File: config.mk
export PLATFORM = sky130hd
export DESIGN_NAME = dcp_slave
export DESIGN_NICKNAME = d
export VERILOG_FILES = /design/src/inc/dcp_pkg.sv /design/src/logic/dcp_slave.sv /design/src/logic/dcp_sync.sv
export SDC_FILE = /design/constraint.sdc
export NUM_CORES = 1
export LEC_CHECK = 0
export ABC_AREA = 1
export BUFFER_PORTS_ARGS = -buffer_cell sky130_fd_sc_hd__buf_2
export CORE_MARGIN = 5
export CORE_UTILIZATION = 40
export CTS_BUF_LIST = sky130_fd_sc_hd__clkbuf_8
export DETAILED_ROUTE_END_ITERATION = 16
export PLACE_DENSITY = 0.64
export SYNTH_ARGS = -nofsm -noshare
export SYNTH_HDL_FRONTEND = slang
export SYNTH_SLANG_ARGS = --single-unit
File: constraint.sdc
create_clock -name clk_sys_in -period 3.2 [get_ports clk_sys_in]
set_clock_uncertainty 0.15 [all_clocks]
set_input_delay 0.48 -clock clk_sys_in [delete_from_list [all_inputs] [get_ports clk_sys_in]]
set_output_delay 0.48 -clock clk_sys_in [all_outputs]
set_load 0.05 [all_outputs]
File: src/inc/dcp_pkg.sv
// Shared constants, types and subaddress decode for the control port slave
package dcp_pkg;
	localparam int SUB_W = 12;
	localparam int PIN_W = 7;
	// Fixed upper five bits of the two-wire slave address
	localparam logic [4:0] I2C_ADDR_HI = 5'h0D;
	// Fixed upper six bits of the four-wire chip address
	localparam logic [5:0] SPI_ADDR_HI = 6'h00;
	localparam logic [1:0] LATCH_FALLS = 2'h3;
	localparam logic [3:0] BITS_PER_BYTE = 4'h8;
	// Subaddress map: base, last location and word length in bytes
	localparam logic [11:0] PRAM_BASE = 12'h000;
	localparam logic [11:0] PRAM_LAST = 12'h3FF;
	localparam logic [2:0] PRAM_LEN = 3'h4;
	localparam logic [11:0] PROG_BASE = 12'h400;
	localparam logic [11:0] PROG_LAST = 12'h5FF;
	localparam logic [2:0] PROG_LEN = 3'h5;
	localparam logic [11:0] IFR_BASE = 12'h800;
	localparam logic [11:0] IFR_LAST = 12'h807;
	localparam logic [2:0] IFR_LEN = 3'h4;
	localparam logic [11:0] CREG_BASE = 12'h808;
	localparam logic [11:0] CREG_LAST = 12'h827;
	localparam logic [2:0] CREG_LEN = 3'h2;
	localparam logic [11:0] SUB_HIGHEST = CREG_LAST;
	// Idle pin levels {scl, sda, latch, sclk, sdi, strap_lo, strap_hi}
	localparam logic [6:0] PIN_INIT = 7'h78;

	typedef enum logic [4:0] {
		ST_IDLE = 5'h01,
		ST_RECV = 5'h02,
		ST_ACK  = 5'h04,
		ST_SEND = 5'h08,
		ST_MACK = 5'h10
	} dcp_state_t;

	typedef enum logic [3:0] {
		BK_ADDR = 4'h1,
		BK_SUBH = 4'h2,
		BK_SUBL = 4'h4,
		BK_DATA = 4'h8
	} dcp_kind_t;

	typedef struct packed {
		logic [11:0] addr;
		logic [2:0] byte_idx;
		logic [7:0] data;
	} dcp_access_t;

	// Word length of a location; zero marks an invalid subaddress
	function automatic logic [2:0] dcp_word_len(input logic [11:0] a);
		if (a <= PRAM_LAST) begin
			return PRAM_LEN;
		end else if (a >= PROG_BASE && a <= PROG_LAST) begin
			return PROG_LEN;
		end else if (a >= IFR_BASE && a <= IFR_LAST) begin
			return IFR_LEN;
		end else if (a >= CREG_BASE && a <= CREG_LAST) begin
			return CREG_LEN;
		end
		return 3'h0;
	endfunction
endpackage

File: src/logic/dcp_slave.sv
// Control port slave: two-wire and four-wire access to RAMs and registers
`timescale 1ns/1ps
module dcp_slave (
	input wire logic clk_sys_in,
	input wire logic rstn_in,
	input wire logic scl_in,
	input wire logic sda_in,
	output logic sda_out,
	output logic sda_oe_out,
	input wire logic addr_strap_low_in,
	input wire logic addr_strap_high_in,
	input wire logic latch_or_protect_pin_in,
	input wire logic spi_serial_clock_in,
	input wire logic spi_serial_input_in,
	output logic spi_serial_output_out,
	output logic spi_serial_output_oe_out,
	output logic spi_mode_out,
	output dcp_pkg::dcp_access_t mem_acc_out,
	output logic mem_wr_out,
	output logic mem_rd_out,
	input wire logic [7:0] mem_rdata_in
);
	logic [6:0] pin_f;
	logic scl_f, sda_f, lat_f, sck_f, sdi_f, strap_lo, strap_hi;
	logic [3:0] prev_q;
	logic scl_rise, scl_fall, sck_rise, sck_fall, lat_fall;
	logic i2c_start, i2c_stop;

	dcp_sync #(
		.W(dcp_pkg::PIN_W),
		.INIT(dcp_pkg::PIN_INIT)
	) u_sync (
		.clk_sys_in(clk_sys_in),
		.rstn_in(rstn_in),
		.d_in({scl_in, sda_in, latch_or_protect_pin_in, spi_serial_clock_in,
			spi_serial_input_in, addr_strap_low_in, addr_strap_high_in}),
		.q_out(pin_f)
	);

	assign {scl_f, sda_f, lat_f, sck_f, sdi_f, strap_lo, strap_hi} = pin_f;

	always_ff @(posedge clk_sys_in or negedge rstn_in) begin
		if (!rstn_in) begin
			// Serial clock idles high; a low reset value gives a false edge
			prev_q <= 4'hF;
		end else begin
			prev_q <= {scl_f, sda_f, lat_f, sck_f};
		end
	end

	assign scl_rise = scl_f & ~prev_q[3];
	assign scl_fall = ~scl_f & prev_q[3];
	assign lat_fall = ~lat_f & prev_q[1];
	assign sck_rise = sck_f & ~prev_q[0];
	assign sck_fall = ~sck_f & prev_q[0];
	// SDA edges only count while SCL stays high across both samples
	assign i2c_start = scl_f & prev_q[3] & prev_q[2] & ~sda_f;
	assign i2c_stop = scl_f & prev_q[3] & ~prev_q[2] & sda_f;

	// Mode select
	logic spi_mode_q;
	logic [1:0] lat_cnt_q;

	always_ff @(posedge clk_sys_in or negedge rstn_in) begin
		if (!rstn_in) begin
			spi_mode_q <= 1'b0;
			lat_cnt_q <= 2'h0;
		end else if (!spi_mode_q && lat_fall) begin
			// The third low switches mode; while latch stays low the four-wire engine then takes that frame
			if (lat_cnt_q == dcp_pkg::LATCH_FALLS - 2'h1) begin
				spi_mode_q <= 1'b1;
			end
			lat_cnt_q <= lat_cnt_q + 2'h1;
		end
	end
	// No path clears the mode; only rstn_in leaves four-wire operation

	// Shared pointer state
	logic [11:0] addr_q;
	logic [2:0] idx_q;
	logic ovf_q;
	logic [2:0] cur_len;
	logic at_last;
	logic sub_set, ptr_adv, adv_is_rd, wr_ev, rd_ev;
	logic [11:0] new_sub;
	logic [7:0] wr_byte;

	assign cur_len = dcp_pkg::dcp_word_len(addr_q);
	// A gap after a region ends the map just like the highest location
	assign at_last = (addr_q == dcp_pkg::SUB_HIGHEST) ||
		(dcp_pkg::dcp_word_len(addr_q + 12'h001) == 3'h0);

	// Two-wire engine
	dcp_pkg::dcp_state_t st_q;
	dcp_pkg::dcp_kind_t kind_q;
	logic [3:0] cnt_q;
	logic [7:0] sh_q;
	logic [3:0] sub_hi_q;
	logic rw_q, mack_q;
	logic byte_in, addr_match, sub_ok;
	logic i2c_sub, i2c_wr, i2c_rd_adv, i2c_load;

	assign byte_in = (st_q == dcp_pkg::ST_RECV) && scl_fall &&
		(cnt_q == dcp_pkg::BITS_PER_BYTE);
	assign addr_match = (sh_q[7:1] ==
		{dcp_pkg::I2C_ADDR_HI, strap_hi, strap_lo});
	assign sub_ok = dcp_pkg::dcp_word_len({sub_hi_q, sh_q}) != 3'h0;
	assign i2c_sub = byte_in && kind_q == dcp_pkg::BK_SUBL && sub_ok;
	assign i2c_wr = byte_in && kind_q == dcp_pkg::BK_DATA && !ovf_q;
	assign i2c_rd_adv = (st_q == dcp_pkg::ST_MACK) && scl_rise && !sda_f;
	assign i2c_load = ((st_q == dcp_pkg::ST_ACK) && scl_fall &&
		kind_q == dcp_pkg::BK_ADDR && rw_q) ||
		((st_q == dcp_pkg::ST_MACK) && scl_fall && mack_q);

	always_ff @(posedge clk_sys_in or negedge rstn_in) begin
		if (!rstn_in) begin
			st_q <= dcp_pkg::ST_IDLE;
			kind_q <= dcp_pkg::BK_ADDR;
			cnt_q <= 4'h0;
			sh_q <= 8'h00;
			sub_hi_q <= 4'h0;
			rw_q <= 1'b0;
			mack_q <= 1'b0;
			sda_oe_out <= 1'b0;
		end else if (spi_mode_q) begin
			st_q <= dcp_pkg::ST_IDLE;
			sda_oe_out <= 1'b0;
		end else if (i2c_start) begin
			// A repeated start reopens address reception too
			st_q <= dcp_pkg::ST_RECV;
			kind_q <= dcp_pkg::BK_ADDR;
			cnt_q <= 4'h0;
			sda_oe_out <= 1'b0;
		end else if (i2c_stop) begin
			st_q <= dcp_pkg::ST_IDLE;
			sda_oe_out <= 1'b0;
		end else begin
			unique case (st_q)
			dcp_pkg::ST_IDLE: begin
				sda_oe_out <= 1'b0;
			end
			dcp_pkg::ST_RECV: begin
				if (scl_rise && cnt_q != dcp_pkg::BITS_PER_BYTE) begin
					sh_q <= {sh_q[6:0], sda_f};
					cnt_q <= cnt_q + 4'h1;
				end else if (byte_in) begin
					unique case (kind_q)
					dcp_pkg::BK_ADDR: begin
						if (addr_match) begin
							rw_q <= sh_q[0];
							sda_oe_out <= 1'b1;
							st_q <= dcp_pkg::ST_ACK;
						end else begin
							st_q <= dcp_pkg::ST_IDLE;
						end
					end
					dcp_pkg::BK_SUBH: begin
						sub_hi_q <= sh_q[3:0];
						sda_oe_out <= 1'b1;
						st_q <= dcp_pkg::ST_ACK;
					end
					dcp_pkg::BK_SUBL: begin
						sda_oe_out <= sub_ok;
						st_q <= sub_ok ? dcp_pkg::ST_ACK : dcp_pkg::ST_IDLE;
					end
					dcp_pkg::BK_DATA: begin
						sda_oe_out <= !ovf_q;
						st_q <= ovf_q ? dcp_pkg::ST_IDLE : dcp_pkg::ST_ACK;
					end
					endcase
				end
			end
			dcp_pkg::ST_ACK: begin
				if (scl_fall) begin
					cnt_q <= 4'h0;
					if (i2c_load) begin
						sh_q <= mem_rdata_in;
						sda_oe_out <= ~mem_rdata_in[7];
						cnt_q <= 4'h1;
						st_q <= dcp_pkg::ST_SEND;
					end else begin
						sda_oe_out <= 1'b0;
						st_q <= dcp_pkg::ST_RECV;
						unique case (kind_q)
						dcp_pkg::BK_ADDR: kind_q <= dcp_pkg::BK_SUBH;
						dcp_pkg::BK_SUBH: kind_q <= dcp_pkg::BK_SUBL;
						dcp_pkg::BK_SUBL: kind_q <= dcp_pkg::BK_DATA;
						dcp_pkg::BK_DATA: kind_q <= dcp_pkg::BK_DATA;
						endcase
					end
				end
			end
			dcp_pkg::ST_SEND: begin
				if (scl_fall) begin
					if (cnt_q == dcp_pkg::BITS_PER_BYTE) begin
						sda_oe_out <= 1'b0;
						st_q <= dcp_pkg::ST_MACK;
					end else begin
						sda_oe_out <= ~sh_q[6];
						sh_q <= {sh_q[6:0], 1'b0};
						cnt_q <= cnt_q + 4'h1;
					end
				end
			end
			dcp_pkg::ST_MACK: begin
				if (scl_rise) begin
					mack_q <= ~sda_f;
				end else if (scl_fall) begin
					if (mack_q) begin
						sh_q <= mem_rdata_in;
						sda_oe_out <= ~mem_rdata_in[7];
						cnt_q <= 4'h1;
						st_q <= dcp_pkg::ST_SEND;
					end else begin
						st_q <= dcp_pkg::ST_IDLE;
					end
				end
			end
			endcase
		end
	end

	// Four-wire engine
	logic [2:0] sbit_q;
	logic [1:0] sbyte_q;
	logic [6:0] ssh_q;
	logic [6:0] stx_q;
	logic [3:0] shi_q;
	logic srw_q, sdead_q, spi_live, sbyte_end;
	logic spi_sub, spi_wr, spi_rd_adv, spi_load;

	assign spi_live = spi_mode_q && !lat_f && !sdead_q;
	assign sbyte_end = spi_live && sck_rise && sbit_q == 3'h7;
	assign spi_sub = sbyte_end && sbyte_q == 2'h2 &&
		dcp_pkg::dcp_word_len({shi_q, ssh_q, sdi_f}) != 3'h0;
	assign spi_wr = sbyte_end && sbyte_q == 2'h3 && !srw_q && !ovf_q;
	assign spi_rd_adv = sbyte_end && sbyte_q == 2'h3 && srw_q;
	assign spi_load = spi_live && sck_fall && sbyte_q == 2'h3 && srw_q &&
		sbit_q == 3'h0;

	always_ff @(posedge clk_sys_in or negedge rstn_in) begin
		if (!rstn_in) begin
			sbit_q <= 3'h0;
			sbyte_q <= 2'h0;
			ssh_q <= 7'h00;
			stx_q <= 7'h00;
			shi_q <= 4'h0;
			srw_q <= 1'b0;
			sdead_q <= 1'b0;
			spi_serial_output_out <= 1'b0;
			spi_serial_output_oe_out <= 1'b0;
		end else if (!spi_mode_q || lat_f) begin
			sbit_q <= 3'h0;
			sbyte_q <= 2'h0;
			sdead_q <= 1'b0;
			spi_serial_output_oe_out <= 1'b0;
		end else if (!sdead_q) begin
			if (sck_rise) begin
				ssh_q <= {ssh_q[5:0], sdi_f};
				sbit_q <= sbit_q + 3'h1;
				if (sbit_q == 3'h7) begin
					if (sbyte_q != 2'h3) begin
						sbyte_q <= sbyte_q + 2'h1;
					end
					unique case (sbyte_q)
					2'h0: begin
						srw_q <= sdi_f;
						sdead_q <= ssh_q !=
							{dcp_pkg::SPI_ADDR_HI, strap_lo};
					end
					2'h1: shi_q <= {ssh_q[2:0], sdi_f};
					2'h2: sdead_q <= !spi_sub;
					2'h3: sdead_q <= spi_wr ? 1'b0 : !srw_q && ovf_q;
					endcase
				end
			end else if (spi_load) begin
				spi_serial_output_oe_out <= 1'b1;
				spi_serial_output_out <= mem_rdata_in[7];
				stx_q <= mem_rdata_in[6:0];
			end else if (sck_fall && spi_serial_output_oe_out) begin
				spi_serial_output_out <= stx_q[6];
				stx_q <= {stx_q[5:0], 1'b0};
			end
		end
	end

	// Pointer and memory side
	assign sub_set = i2c_sub | spi_sub;
	assign new_sub = spi_mode_q ? {shi_q, ssh_q, sdi_f} : {sub_hi_q, sh_q};
	assign wr_ev = i2c_wr | spi_wr;
	assign rd_ev = i2c_load | spi_load;
	assign adv_is_rd = i2c_rd_adv | spi_rd_adv;
	assign ptr_adv = wr_ev | adv_is_rd;
	assign wr_byte = spi_mode_q ? {ssh_q, sdi_f} : sh_q;

	always_ff @(posedge clk_sys_in or negedge rstn_in) begin
		if (!rstn_in) begin
			addr_q <= 12'h000;
			idx_q <= 3'h0;
			ovf_q <= 1'b0;
		end else if (sub_set) begin
			addr_q <= new_sub;
			idx_q <= 3'h0;
			ovf_q <= 1'b0;
		end else if (ptr_adv) begin
			if (idx_q == cur_len - 3'h1) begin
				idx_q <= 3'h0;
				if (at_last) begin
					ovf_q <= !adv_is_rd;
				end else begin
					addr_q <= addr_q + 12'h001;
				end
			end else begin
				idx_q <= idx_q + 3'h1;
			end
		end
	end

	always_ff @(posedge clk_sys_in or negedge rstn_in) begin
		if (!rstn_in) begin
			mem_acc_out <= '0;
			mem_wr_out <= 1'b0;
			mem_rd_out <= 1'b0;
			sda_out <= 1'b0;
			spi_mode_out <= 1'b0;
		end else begin
			mem_acc_out.addr <= addr_q;
			mem_acc_out.byte_idx <= idx_q;
			if (wr_ev) begin
				mem_acc_out.data <= wr_byte;
			end
			mem_wr_out <= wr_ev;
			mem_rd_out <= rd_ev;
			sda_out <= 1'b0;
			spi_mode_out <= spi_mode_q;
		end
	end
endmodule

File: src/logic/dcp_sync.sv
// Three-stage pin synchroniser that accepts a change once stages agree
`timescale 1ns/1ps
module dcp_sync #(
	parameter int W = 1,
	parameter logic [W-1:0] INIT = '0
) (
	input wire logic clk_sys_in,
	input wire logic rstn_in,
	input wire logic [W-1:0] d_in,
	output logic [W-1:0] q_out
);
	logic [W-1:0] s1_q;
	logic [W-1:0] s2_q;
	logic [W-1:0] s3_q;

	always_ff @(posedge clk_sys_in or negedge rstn_in) begin
		if (!rstn_in) begin
			s1_q <= INIT;
			s2_q <= INIT;
			s3_q <= INIT;
			q_out <= INIT;
		end else begin
			s1_q <= d_in;
			s2_q <= s1_q;
			s3_q <= s2_q;
			// Per bit: take the new level only where two stages agree
			q_out <= (s2_q & s3_q) | (q_out & (s2_q ^ s3_q));
		end
	end
endmodule

==> run metrics, run 1 <==
antenna cells=0; CTS Sinks=132; grt met2 use=25.1%; R2R Path Start=addr_q[3]; status=completed; core area=16000 um^2; Rel. slew slack=55.2%; peak supply drop=265 uV; Net Sw Frac=32.0%; Switching Power=1310 uW; Clock power frac=32.6%; fin. max-slew vios=0; Pint=2790 uW; Slew @ Worst Pin=669 ps; die area=19100 um^2; R2R depth=13; Final GP Congestion=0.908; post-synthesis cell type count=48; required time of the critical path=3400 ps; register area share after synthesis=50.6%; Total Power=4100 uW; Die Span X=138 um; first-pass GRT wire length=24800 um; CTS buffer count=17; kind of critical path=reg -> reg; final setup fails=0; Post-Route WL=14300 um; num rows=46; Syn Nets=807; DR vias=5225; Detail Placement HPWL=10600 um; Worst Setup SP=addr_q[3]; Post-CTS Setup Bufs=0; met3 usage in global routing=3.86%; Lkg Pwr=0.00383 uW; post-CTS sizing=0; Final #Nets=869; # H-tree levels=4; Setup Total Neg Slack=0 ps; vias in the first global route=5116; Post-DRT Antenna Nets=0; CP endpoint kind=register; area leader, netlist=dfrtp_1; Routed wire per std cell=13.5 um; Layout area overhead=13.8%; Max clock buf depth=2; total global routing overflow=0; Root Driver=clkbuf_8; endpoints failing hold=0; Area contributors post-synth=dfrtp_1, nand2_1, dfstp_2, inv_1, o21ai_0; Worst EP arrival=2710 ps; initial antenna violation count=0; R2R setup slack=680 ps; Hold Crit Start=mem_rdata_in[6]; Hold WS=157 ps; WHS Endpoint=stx_q[6]; final worst path period share=78.7%; worst hold stages=3; Gate power share=18.7%; Post-Synthesis Cells=768; share of Yosys cell area claimed by the top area cell type=41.8%; fmax=397 MHz; Initial Util=41.1%; Setup crit start kind=register; Seq cells post-synth=132; reg-to-reg endpoint=addr_q[9]; Max Cap Viol=0; Via density=4.93; met1 usage=21.6%; layout cell share with drive strength beyond 1=17.8%; Seq pwr share=48.7%; Syn Area/Cell=8.57 um^2; total I/O pin count=47; Post-Layout Cell Count=1059; Tightest Hold Check Type=in -> reg; RSZ-0062 raised after global routing=false; CTS tree=built; clock slew at reported path FFs=70 ps; dpl cells=1019; Mapped Area=6580 um^2; GR peak layer=met2; residual DRC count=0; largest net degree at the start of global routing=95; Clock Latency Late Sink=450 ps; Die Ht=138 um; total track usage=15.8%; port buffer count=45; CP max FO=15; Cell Pwr Density=547 nW/um^2; min Tclk post-route=2520 ps; 1st-iter DRT viols=362; drt pass-1 iters=5; Synth Warn #=0
[registers in the layout, summed over array words and instances (netlist names), 5 cells and up]
register,count
sh_q,8
stx_q,7
addr_q,12
u_sync.q_out,7
ssh_q,7
st_q,5
mem_acc_out,23
u_sync.s3_q,7
u_sync.s1_q,7
u_sync.s2_q,7
[synth_stat cells (all sizes together)]
cell type,instances
a21o,7
a21oi,29
a31oi,9
and2,1
buf,12
clkbuf,6
conb,1
dfrtp,110
dfstp,22
ha,22
inv,91
mux2i,1
nand2,182
nand2b,1
nand3,50
nand3b,4
nand4,17
nor2,86
nor3,11
nor3b,2
nor4,2
o211ai,3
o21a,2
o21ai,75
o21bai,1
o22ai,2
o311ai,2
o31ai,1
o41ai,1
or2,5
or3,1
xnor2,2
xor2,7
[power by group through the flow]
stage | clock, uW | sequential (uW) | combinational [uW]
after floorplan | 0 | 1990 | 531
after global placement | 0 | 2020 | 758
after detailed placement | 0 | 2030 | 764
after CTS | 1370 | 2000 | 775
after global routing | 1450 | 2020 | 877
final | 1340 | 2000 | 767
[what timing repair did]
| item | 4_1_cts | 5_1_grt |
|---|---|---|
| hold buffers | 8 | 0 |
| setup endpoints to repair | 0 | 0 |
| hold endpoints to repair | 45 | 0 |
[through the flow]
step                worst slack, ps  instance area, um^2  util, %
CTS                             683                 7490     46.8
floorplan                       967                 6580        -
global placement                780                 7040     44.0
finish                          682                 7490     46.8
global route                    480                 7490     46.8
detailed placement              703                 7040     44.0
[critical path, cell delays in order, from the launching register on]
cell and delay (ps):
dfrtp_1 480, nor2_1 230, xor2_1 170, nand3_1 110
ha_1 300, xnor2_1 130, nor2_1 100, nand2_1 60
nor2_1 110, nor2_2 90, nor2_8 210, nand2_4 140
nand2_1 80, nand2_1 50
[layout by cell type (no fill, tap or decap), drive strengths merged, types with 7 or more instances in the layout]
master	count
o21ai	75
dfstp	22
nor2	86
dlygate4sd3	8
a31oi	9
dfrtp	110
xor2	7
ha	22
inv	97
nand2	182
a21o	7
nor3	11
buf	53
a21oi	29
clkbuf	18
nand4	17
nand3	50
[final cells by class]
cell class,instances,area [um^2]
Fill cell,1652,8510
Sequential cell,132,3330
Multi-Input combinational cell,527,2790
Timing Repair Buffer,61,384
Inverter,91,344
Tap cell,216,270
Clock buffer,18,248
Clock inverter,14,126
[metal layers]
layer | up-vias | share of wire [%]
li1 | 2633 | -
met1 | 2488 | 47
met2 | 93 | 47
met3 | 11 | 4.7
met4 | 0 | 0.79
met5 | - | 0
[kinds of logic after synthesis]
group	after synthesis	synth area share (%)
AOI/OAI and AO/OA	132	11.2
xor gates and xnor gates	9	1.20
adders and majority gates	22	4.18
buffers and inverters	109	7.02
DFF	132	50.6
muxes	1	0.152
other	1	0.0570
and+or+nand+nor	362	25.6
[worst max path at each step]
stage,slack [ps],to,cells past startpoint
detailed placement,700,addr_q[9],13
global route,480,sh_q[0],8
global placement,780,addr_q[6],13
floorplan,970,addr_q[3],14
finish,680,addr_q[9],13
CTS,680,addr_q[9],13
Power figures use the tool's default switching activity.
==> run 2, diff against run 1 <==
==> constraint.sdc (replaced) <==
create_clock -name clk_sys_in -period 2.51 [get_ports clk_sys_in]
set_clock_uncertainty 0.15 [all_clocks]
set_input_delay 0.3765 -clock clk_sys_in [delete_from_list [all_inputs] [get_ports clk_sys_in]]
set_output_delay 0.3765 -clock clk_sys_in [all_outputs]
set_load 0.05 [all_outputs]
==> run 2 against run 1 <==
Sequential cell count stayed put. Design area grew 2.7%. Sequential share of layout area is 1.1 points lower. Utilization increased by 1.3 points. Combinational power is 33% higher. Worst hold slack worse by 95 ps. Cell count increased by 1.9%. Die area unchanged. Largest cell class unchanged.
==> run metrics, run 2 (synthesis gave the netlist of run 1 again) <==
Max Cap Viol=0 (unchanged); Layout area overhead=16.9% (was 13.8%); first-pass GRT wire length=25000 um (was 24800 um); total global routing overflow=0 (unchanged); endpoints failing hold=0 (unchanged); reg-to-reg endpoint=addr_q[10] (was addr_q[9]); end of the critical path=addr_q[10] (was addr_q[9]); R2R setup slack=200 ps (was 680 ps); clock slew at reported path FFs=70 ps (about the same); Clock Latency Late Sink=460 ps (was 450 ps); CTS buffer count=17 (unchanged); max reg flops=23 (unchanged); Total Power=5300 uW (was 4100 uW); Post-DRT Antenna Nets=0 (unchanged); fmax=434 MHz (was 397 MHz); Routed wire per std cell=13.6 um (was 13.5 um); status=completed (unchanged); CP endpoint kind=register (unchanged); CTS tree=built (unchanged); required time of the critical path=2700 ps (was 3400 ps); Die Span X=138 um (unchanged); Root Driver=clkbuf_8 (unchanged); antenna cells=0 (unchanged); Via density=4.86 (was 4.93); vias in the first global route=5009 (was 5116); Rel. slew slack=55.2% (about the same); total track usage=15.8% (about the same); core area=16000 um^2 (unchanged); port buffer count=45 (unchanged); RSZ-0062 raised after global routing=false (unchanged); Final #Nets=889 (was 869); fin. max-slew vios=0 (unchanged); Setup crit start kind=register (unchanged); commonest non-fill, non-tap cell in the layout=nand2_1 (unchanged); peak supply drop=374 uV (was 265 uV); Tightest Hold Check Type=in -> reg (unchanged); Lkg Pwr=0.00394 uW (was 0.00383 uW); Die Ht=138 um (unchanged); CTS Sinks=132 (unchanged); Detail Placement HPWL=10800 um (was 10600 um); final setup fails=0 (unchanged); layout cell share with drive strength beyond 1=20.9% (was 17.8%); num rows=46 (unchanged); CP max FO=12 (was 15); Post-Route WL=14700 um (was 14300 um); drt pass-1 iters=5 (unchanged); Initial Util=41.1% (unchanged); Setup Total Neg Slack=0 ps (unchanged); Top Registers=mem_acc_out x23, addr_q x12, sh_q x8 (unchanged); register name with the most flops=mem_acc_out (unchanged); DR vias=5240 (was 5225); total I/O pin count=47 (unchanged); kind of critical path=reg -> reg (unchanged); R2R depth=13 (unchanged); Cell Pwr Density=689 nW/um^2 (was 547 nW/um^2); Final Core Density=48.1% (was 46.8%); Slew @ Worst Pin=665 ps (was 669 ps); R2R Path Start=addr_q[3] (unchanged); largest net degree at the start of global routing=64 (was 95); # H-tree levels=4 (unchanged); die area=19100 um^2 (unchanged); final worst path period share=91.8% (was 78.7%); Worst Setup SP=addr_q[3] (unchanged); 1st-iter DRT viols=385 (was 362); Worst EP arrival=2500 ps (was 2710 ps); Max clock buf depth=2 (unchanged); most frequent cells in the layout=nand2_1, dfrtp_1, inv_1 (unchanged); min Tclk post-route=2310 ps (was 2520 ps); residual DRC count=0 (unchanged); initial antenna violation count=0 (unchanged); Final GP Congestion=0.920 (was 0.908)
[run 2: cell types whose count changed in the layout (fill, tap and decap cells not counted), moves of 2 or more]
cell / change
nor2_2: +2
nor2_4: +3
inv_6: +2
inv_4: +3
buf_4: +18
inv_1: -4
clkinv_4: -2
nor2_1: -4
[run 2: routing by layer]
layer,up-vias,part of all wire [%],GRT usage [%]
met5,-,0,0
met4,0,1.4,4.42
met3,18,4.0,4.21
met2,123,45,23.9
met1,2429,49,22.5
li1,2670,-,-
[run 2: how the worst min path moves through the flow]
| stage | endpoint | slack (ps) | startpoint | cells after the start |
|---|---|---|---|---|
| 3_5_place_dp | u_sync.s2_q[2] | 190 | u_sync.s1_q[2] | 0 |
| 3_3_place_gp | u_sync.s2_q[2] | 180 | u_sync.s1_q[2] | 0 |
| 5_1_grt | stx_q[6] | 50 | mem_rdata_in[6] | 3 |
| 6_report | stx_q[6] | 60 | mem_rdata_in[6] | 3 |
| 2_1_floorplan | addr_q[0] | -70 | rstn_in | 0 |
| 4_1_cts | stx_q[6] | 30 | mem_rdata_in[6] | 3 |
[run 2: repair_timing]
| action | in CTS | in global routing |
|---|---|---|
| hold buffers | 8 | 0 |
| resized for setup | 0 | 8 |
| endpoints found under the hold margin | 46 | 0 |
| setup endpoints to repair | 0 | 14 |
| setup buffers | 0 | 4 |
[run 2: final cells by class]
cell class,count,area [um^2]
tap,216,270
fill,1589,8310
multi-input combinational,528,2830
sequential,132,3330
clock inverter,14,135
clock buffer,18,248
timing repair buffer,80,539
inverter,91,344
[run 2: stage by stage]
step                setup slack, ps  hold slack (ps)  std cells  instance area [um^2]
floorplan                       277            -69.1        768                  6580
global placement                124              182       1034                  7160
detailed placement             77.3              187       1034                  7160
CTS                            69.6             26.6       1074                  7630
global route                   2.63             45.2       1079                  7690
finish                          205             61.5       1079                  7690
[run 2: worst max-delay path: stages (launching register included)]
cell and delay (ps):
dfrtp_1 390, nor2_2 160, xor2_1 150, nand3_1 110
ha_1 300, xnor2_1 130, nor2_1 100, nand2_1 90
nor2_4 120, nor2_4 80, nor2_8 170, nand2_4 120
nand2_1 80, nand2_1 60
[run 2: where the power goes]
group          leakage [uW]  switching, uW  internal (uW)
logic               0.00208            703            316
registers           0.00165            177           2350
clock network      0.000207            851            903
==> run 3, diff against run 2 <==
--- a/config.mk
+++ b/config.mk
@@ -7,11 +7,12 @@
 export LEC_CHECK = 0
 export ABC_AREA = 1
 export BUFFER_PORTS_ARGS = -buffer_cell sky130_fd_sc_hd__buf_2
+export CORE_ASPECT_RATIO = 0.9
 export CORE_MARGIN = 5
-export CORE_UTILIZATION = 40
+export CORE_UTILIZATION = 50
 export CTS_BUF_LIST = sky130_fd_sc_hd__clkbuf_8
 export DETAILED_ROUTE_END_ITERATION = 16
-export PLACE_DENSITY = 0.64
+export PLACE_DENSITY = 0.75
 export SYNTH_ARGS = -nofsm -noshare
 export SYNTH_HDL_FRONTEND = slang
 export SYNTH_SLANG_ARGS = --single-unit
==> run 3 against run 2 <==
Register-to-register slack got worse by 60 ps. Setup slack got worse by 64 ps. Via count is 2.0% higher. Sequential power about the same. Non-clock buffer count decreased by 4. Utilization increased by 12 points. Critical path type unchanged. Largest cell class unchanged. Die area is 19% lower. Sequential cell count is the same. Critical path depth up 1. Cell count shrank 5.2%. Routed wire length shrank 2.2%.
==> run metrics, run 3 (synthesis gave the netlist of run 1 again) <==
drt pass-1 iters=5 (unchanged); CTS buffer count=17 (unchanged); total I/O pin count=47 (unchanged); slowest CP cell=dfrtp_1 (unchanged); Placement Setup Slack=131 ps (was 77.3 ps); residual DRC count=0 (unchanged); fin. max-slew vios=0 (unchanged); Detail Placement HPWL=10300 um (was 10800 um); CP peak stage delay=390 ps (about the same); core area=12800 um^2 (was 16000 um^2); Tightest Hold Check Type=in -> reg (unchanged); Root Driver=clkbuf_8 (unchanged); Max Cap Viol=0 (unchanged); total global routing overflow=0 (unchanged); layout cell share with drive strength beyond 1=21.0% (was 20.9%); 1st-iter DRT viols=518 (was 385); status=completed (unchanged); kind of critical path=reg -> reg (unchanged); Die Span X=131 um (was 138 um); Final GP Congestion=0.986 (was 0.920); Hold WS=50.8 ps (was 61.5 ps); final setup fails=0 (unchanged); Final #Nets=885 (was 889); largest net degree at the start of global routing=49 (was 64); Worst Setup SP=addr_q[7] (was addr_q[3]); RSZ-0062 raised after global routing=true (was false); commonest non-fill, non-tap cell in the layout=nand2_1 (unchanged); Hold Crit Start=mem_rdata_in[6] (unchanged); clock slew at reported path FFs=80 ps (was 70 ps); Clock power frac=37.8% (was 33.1%); CTS tree=built (unchanged); Via density=5.22 (was 4.86); num rows=39 (was 46); Cell Pwr Density=734 nW/um^2 (was 689 nW/um^2); delay-heaviest family, CP=simple AND/OR/NAND/NOR gates (unchanged); min Tclk post-route=2370 ps (was 2310 ps); fmax=422 MHz (was 434 MHz); Switching Power=1710 uW (was 1730 uW); Buf/Inv on CP=2 (was 0); cell chain of the critical path=nor2_2 > inv_1 > nor3_2 > nand3_1 > ha_1 > xnor2_1 > nor2_1 > nand2_1 > nor2_2 > nor2_4 > nor2_8 > buf_12 > nand3_1 > nand2_1 (was nor2_2 > xor2_1 > nand3_1 > ha_1 > xnor2_1 > nor2_1 > nand2_1 > nor2_4 > nor2_4 > nor2_8 > nand2_4 > nand2_1 > nand2_1); Max clock buf depth=2 (unchanged); Routed wire per std cell=14.0 um (was 13.6 um); Rel. slew slack=45.0% (was 55.2%); Setup Total Neg Slack=0 ps (unchanged); DR vias=5344 (was 5240); Post-DP Area=7060 um^2 (was 7160 um^2); Worst EP arrival=2610 ps (was 2500 ps); first-pass GRT wire length=24200 um (was 25000 um); Top Registers=mem_acc_out x23, addr_q x12, sh_q x8 (unchanged); Seq pwr share=45.0% (was 47.7%); Post-DRT Antenna Nets=0 (unchanged); Clock Latency Late Sink=450 ps (was 460 ps); Layout area overhead=17.3% (was 16.9%); most frequent cells in the layout=nand2_1, dfrtp_1, inv_1 (unchanged); die area=15600 um^2 (was 19100 um^2); peak supply drop=457 uV (was 374 uV); register name with the most flops=mem_acc_out (unchanged); CP endpoint kind=register (unchanged); Lkg Pwr=0.00394 uW (about the same); Initial Util=51.5% (was 41.1%); Pint=3960 uW (was 3570 uW); initial antenna violation count=0 (unchanged); CTS Sinks=132 (unchanged); CP max FO=7 (was 12); Net Sw Frac=30.1% (was 32.6%); Gate power share=17.2% (was 19.2%); Post-Route WL=14400 um (was 14700 um); Die Ht=119 um (was 138 um); antenna cells=0 (unchanged); fin worst setup slack=141 ps (was 205 ps); Final Core Density=60.4% (was 48.1%); max reg flops=23 (unchanged); Setup crit start kind=register (unchanged); # H-tree levels=4 (unchanged); port buffer count=45 (unchanged); total track usage=19.5% (was 15.8%); R2R Path Start=addr_q[7] (was addr_q[3]); final worst path period share=94.4% (was 91.8%); Slew @ Worst Pin=817 ps (was 665 ps); required time of the critical path=2750 ps (was 2700 ps); endpoints failing hold=0 (unchanged); final instance area=7720 um^2 (was 7690 um^2); vias in the first global route=5008 (was 5009)
[run 3: cell types whose count changed in the layout (fill, tap and decap cells not counted), sizes merged]
cell / previous run / this run
buf: 72 / 68
inv: 98 / 93
clkinvlp: 1 / 3
clkinv: 4 / 1
clkbuf: 18 / 21
bufinv: 2 / 5
[run 3: per-layer routing]
layer,share of wire (%),vias to the layer above,global-route usage (%)
met5,0,-,0
met1,47,2498,29.2
li1,-,2667,-
met3,7.1,13,5.51
met2,45,166,28.1
met4,0.88,0,4.69
[run 3: power groups by stage]
stage	Combinational (uW)	Clock (uW)	Sequential [uW]
detailed placement	960	0	2580
finish	976	2140	2550
floorplan	677	0	2540
global route	1130	2280	2580
global placement	940	0	2580
CTS	974	2180	2540
[run 3: area by class of cell]
cell class	count	area, um^2
Clock buffer	21	289
Clock inverter	11	194
Fill cell	1128	5060
Inverter	91	344
Multi-Input combinational cell	528	2850
Sequential cell	132	3330
Tap cell	164	205
Timing Repair Buffer	76	509
[run 3: through the flow]
step / total power (uW) / std cells
2_1_floorplan: 3220 / 768
3_3_place_gp: 3520 / 979
3_5_place_dp: 3540 / 979
4_1_cts: 5700 / 1019
5_1_grt: 5990 / 1023
6_report: 5670 / 1023
[run 3: final timing paths]
check / slack (ps) / cells past startpoint / endpoint
worst max-delay path: 140 / 14 / addr_q[4]
max in group asynchronous: 1260 / 3 / kind_q[0]
worst min-delay path: 50 / 3 / stx_q[6]
worst min register to register: 200 / 0 / u_sync.s2_q[2]
min in group asynchronous: 260 / 2 / spi_serial_output_out
worst max register to register: 140 / 14 / addr_q[4]
[run 3: repair_timing]
action                                  in CTS  in global routing
endpoints found under the hold margin       45                  0
hold buffers                                 8                  0
buffers inserted                             0                  3
resized for setup                            0                 11
endpoints found under the setup margin       0                 14
[run 3: worst reg2reg max path, stage by stage (launching register included)]
cell	delay (ps)
dfrtp_1	390
nor2_2	140
inv_1	80
nor3_2	100
nand3_1	120
ha_1	320
xnor2_1	120
nor2_1	90
nand2_1	70
nor2_2	160
nor2_4	80
nor2_8	190
buf_12	150
nand3_1	80
nand2_1	70
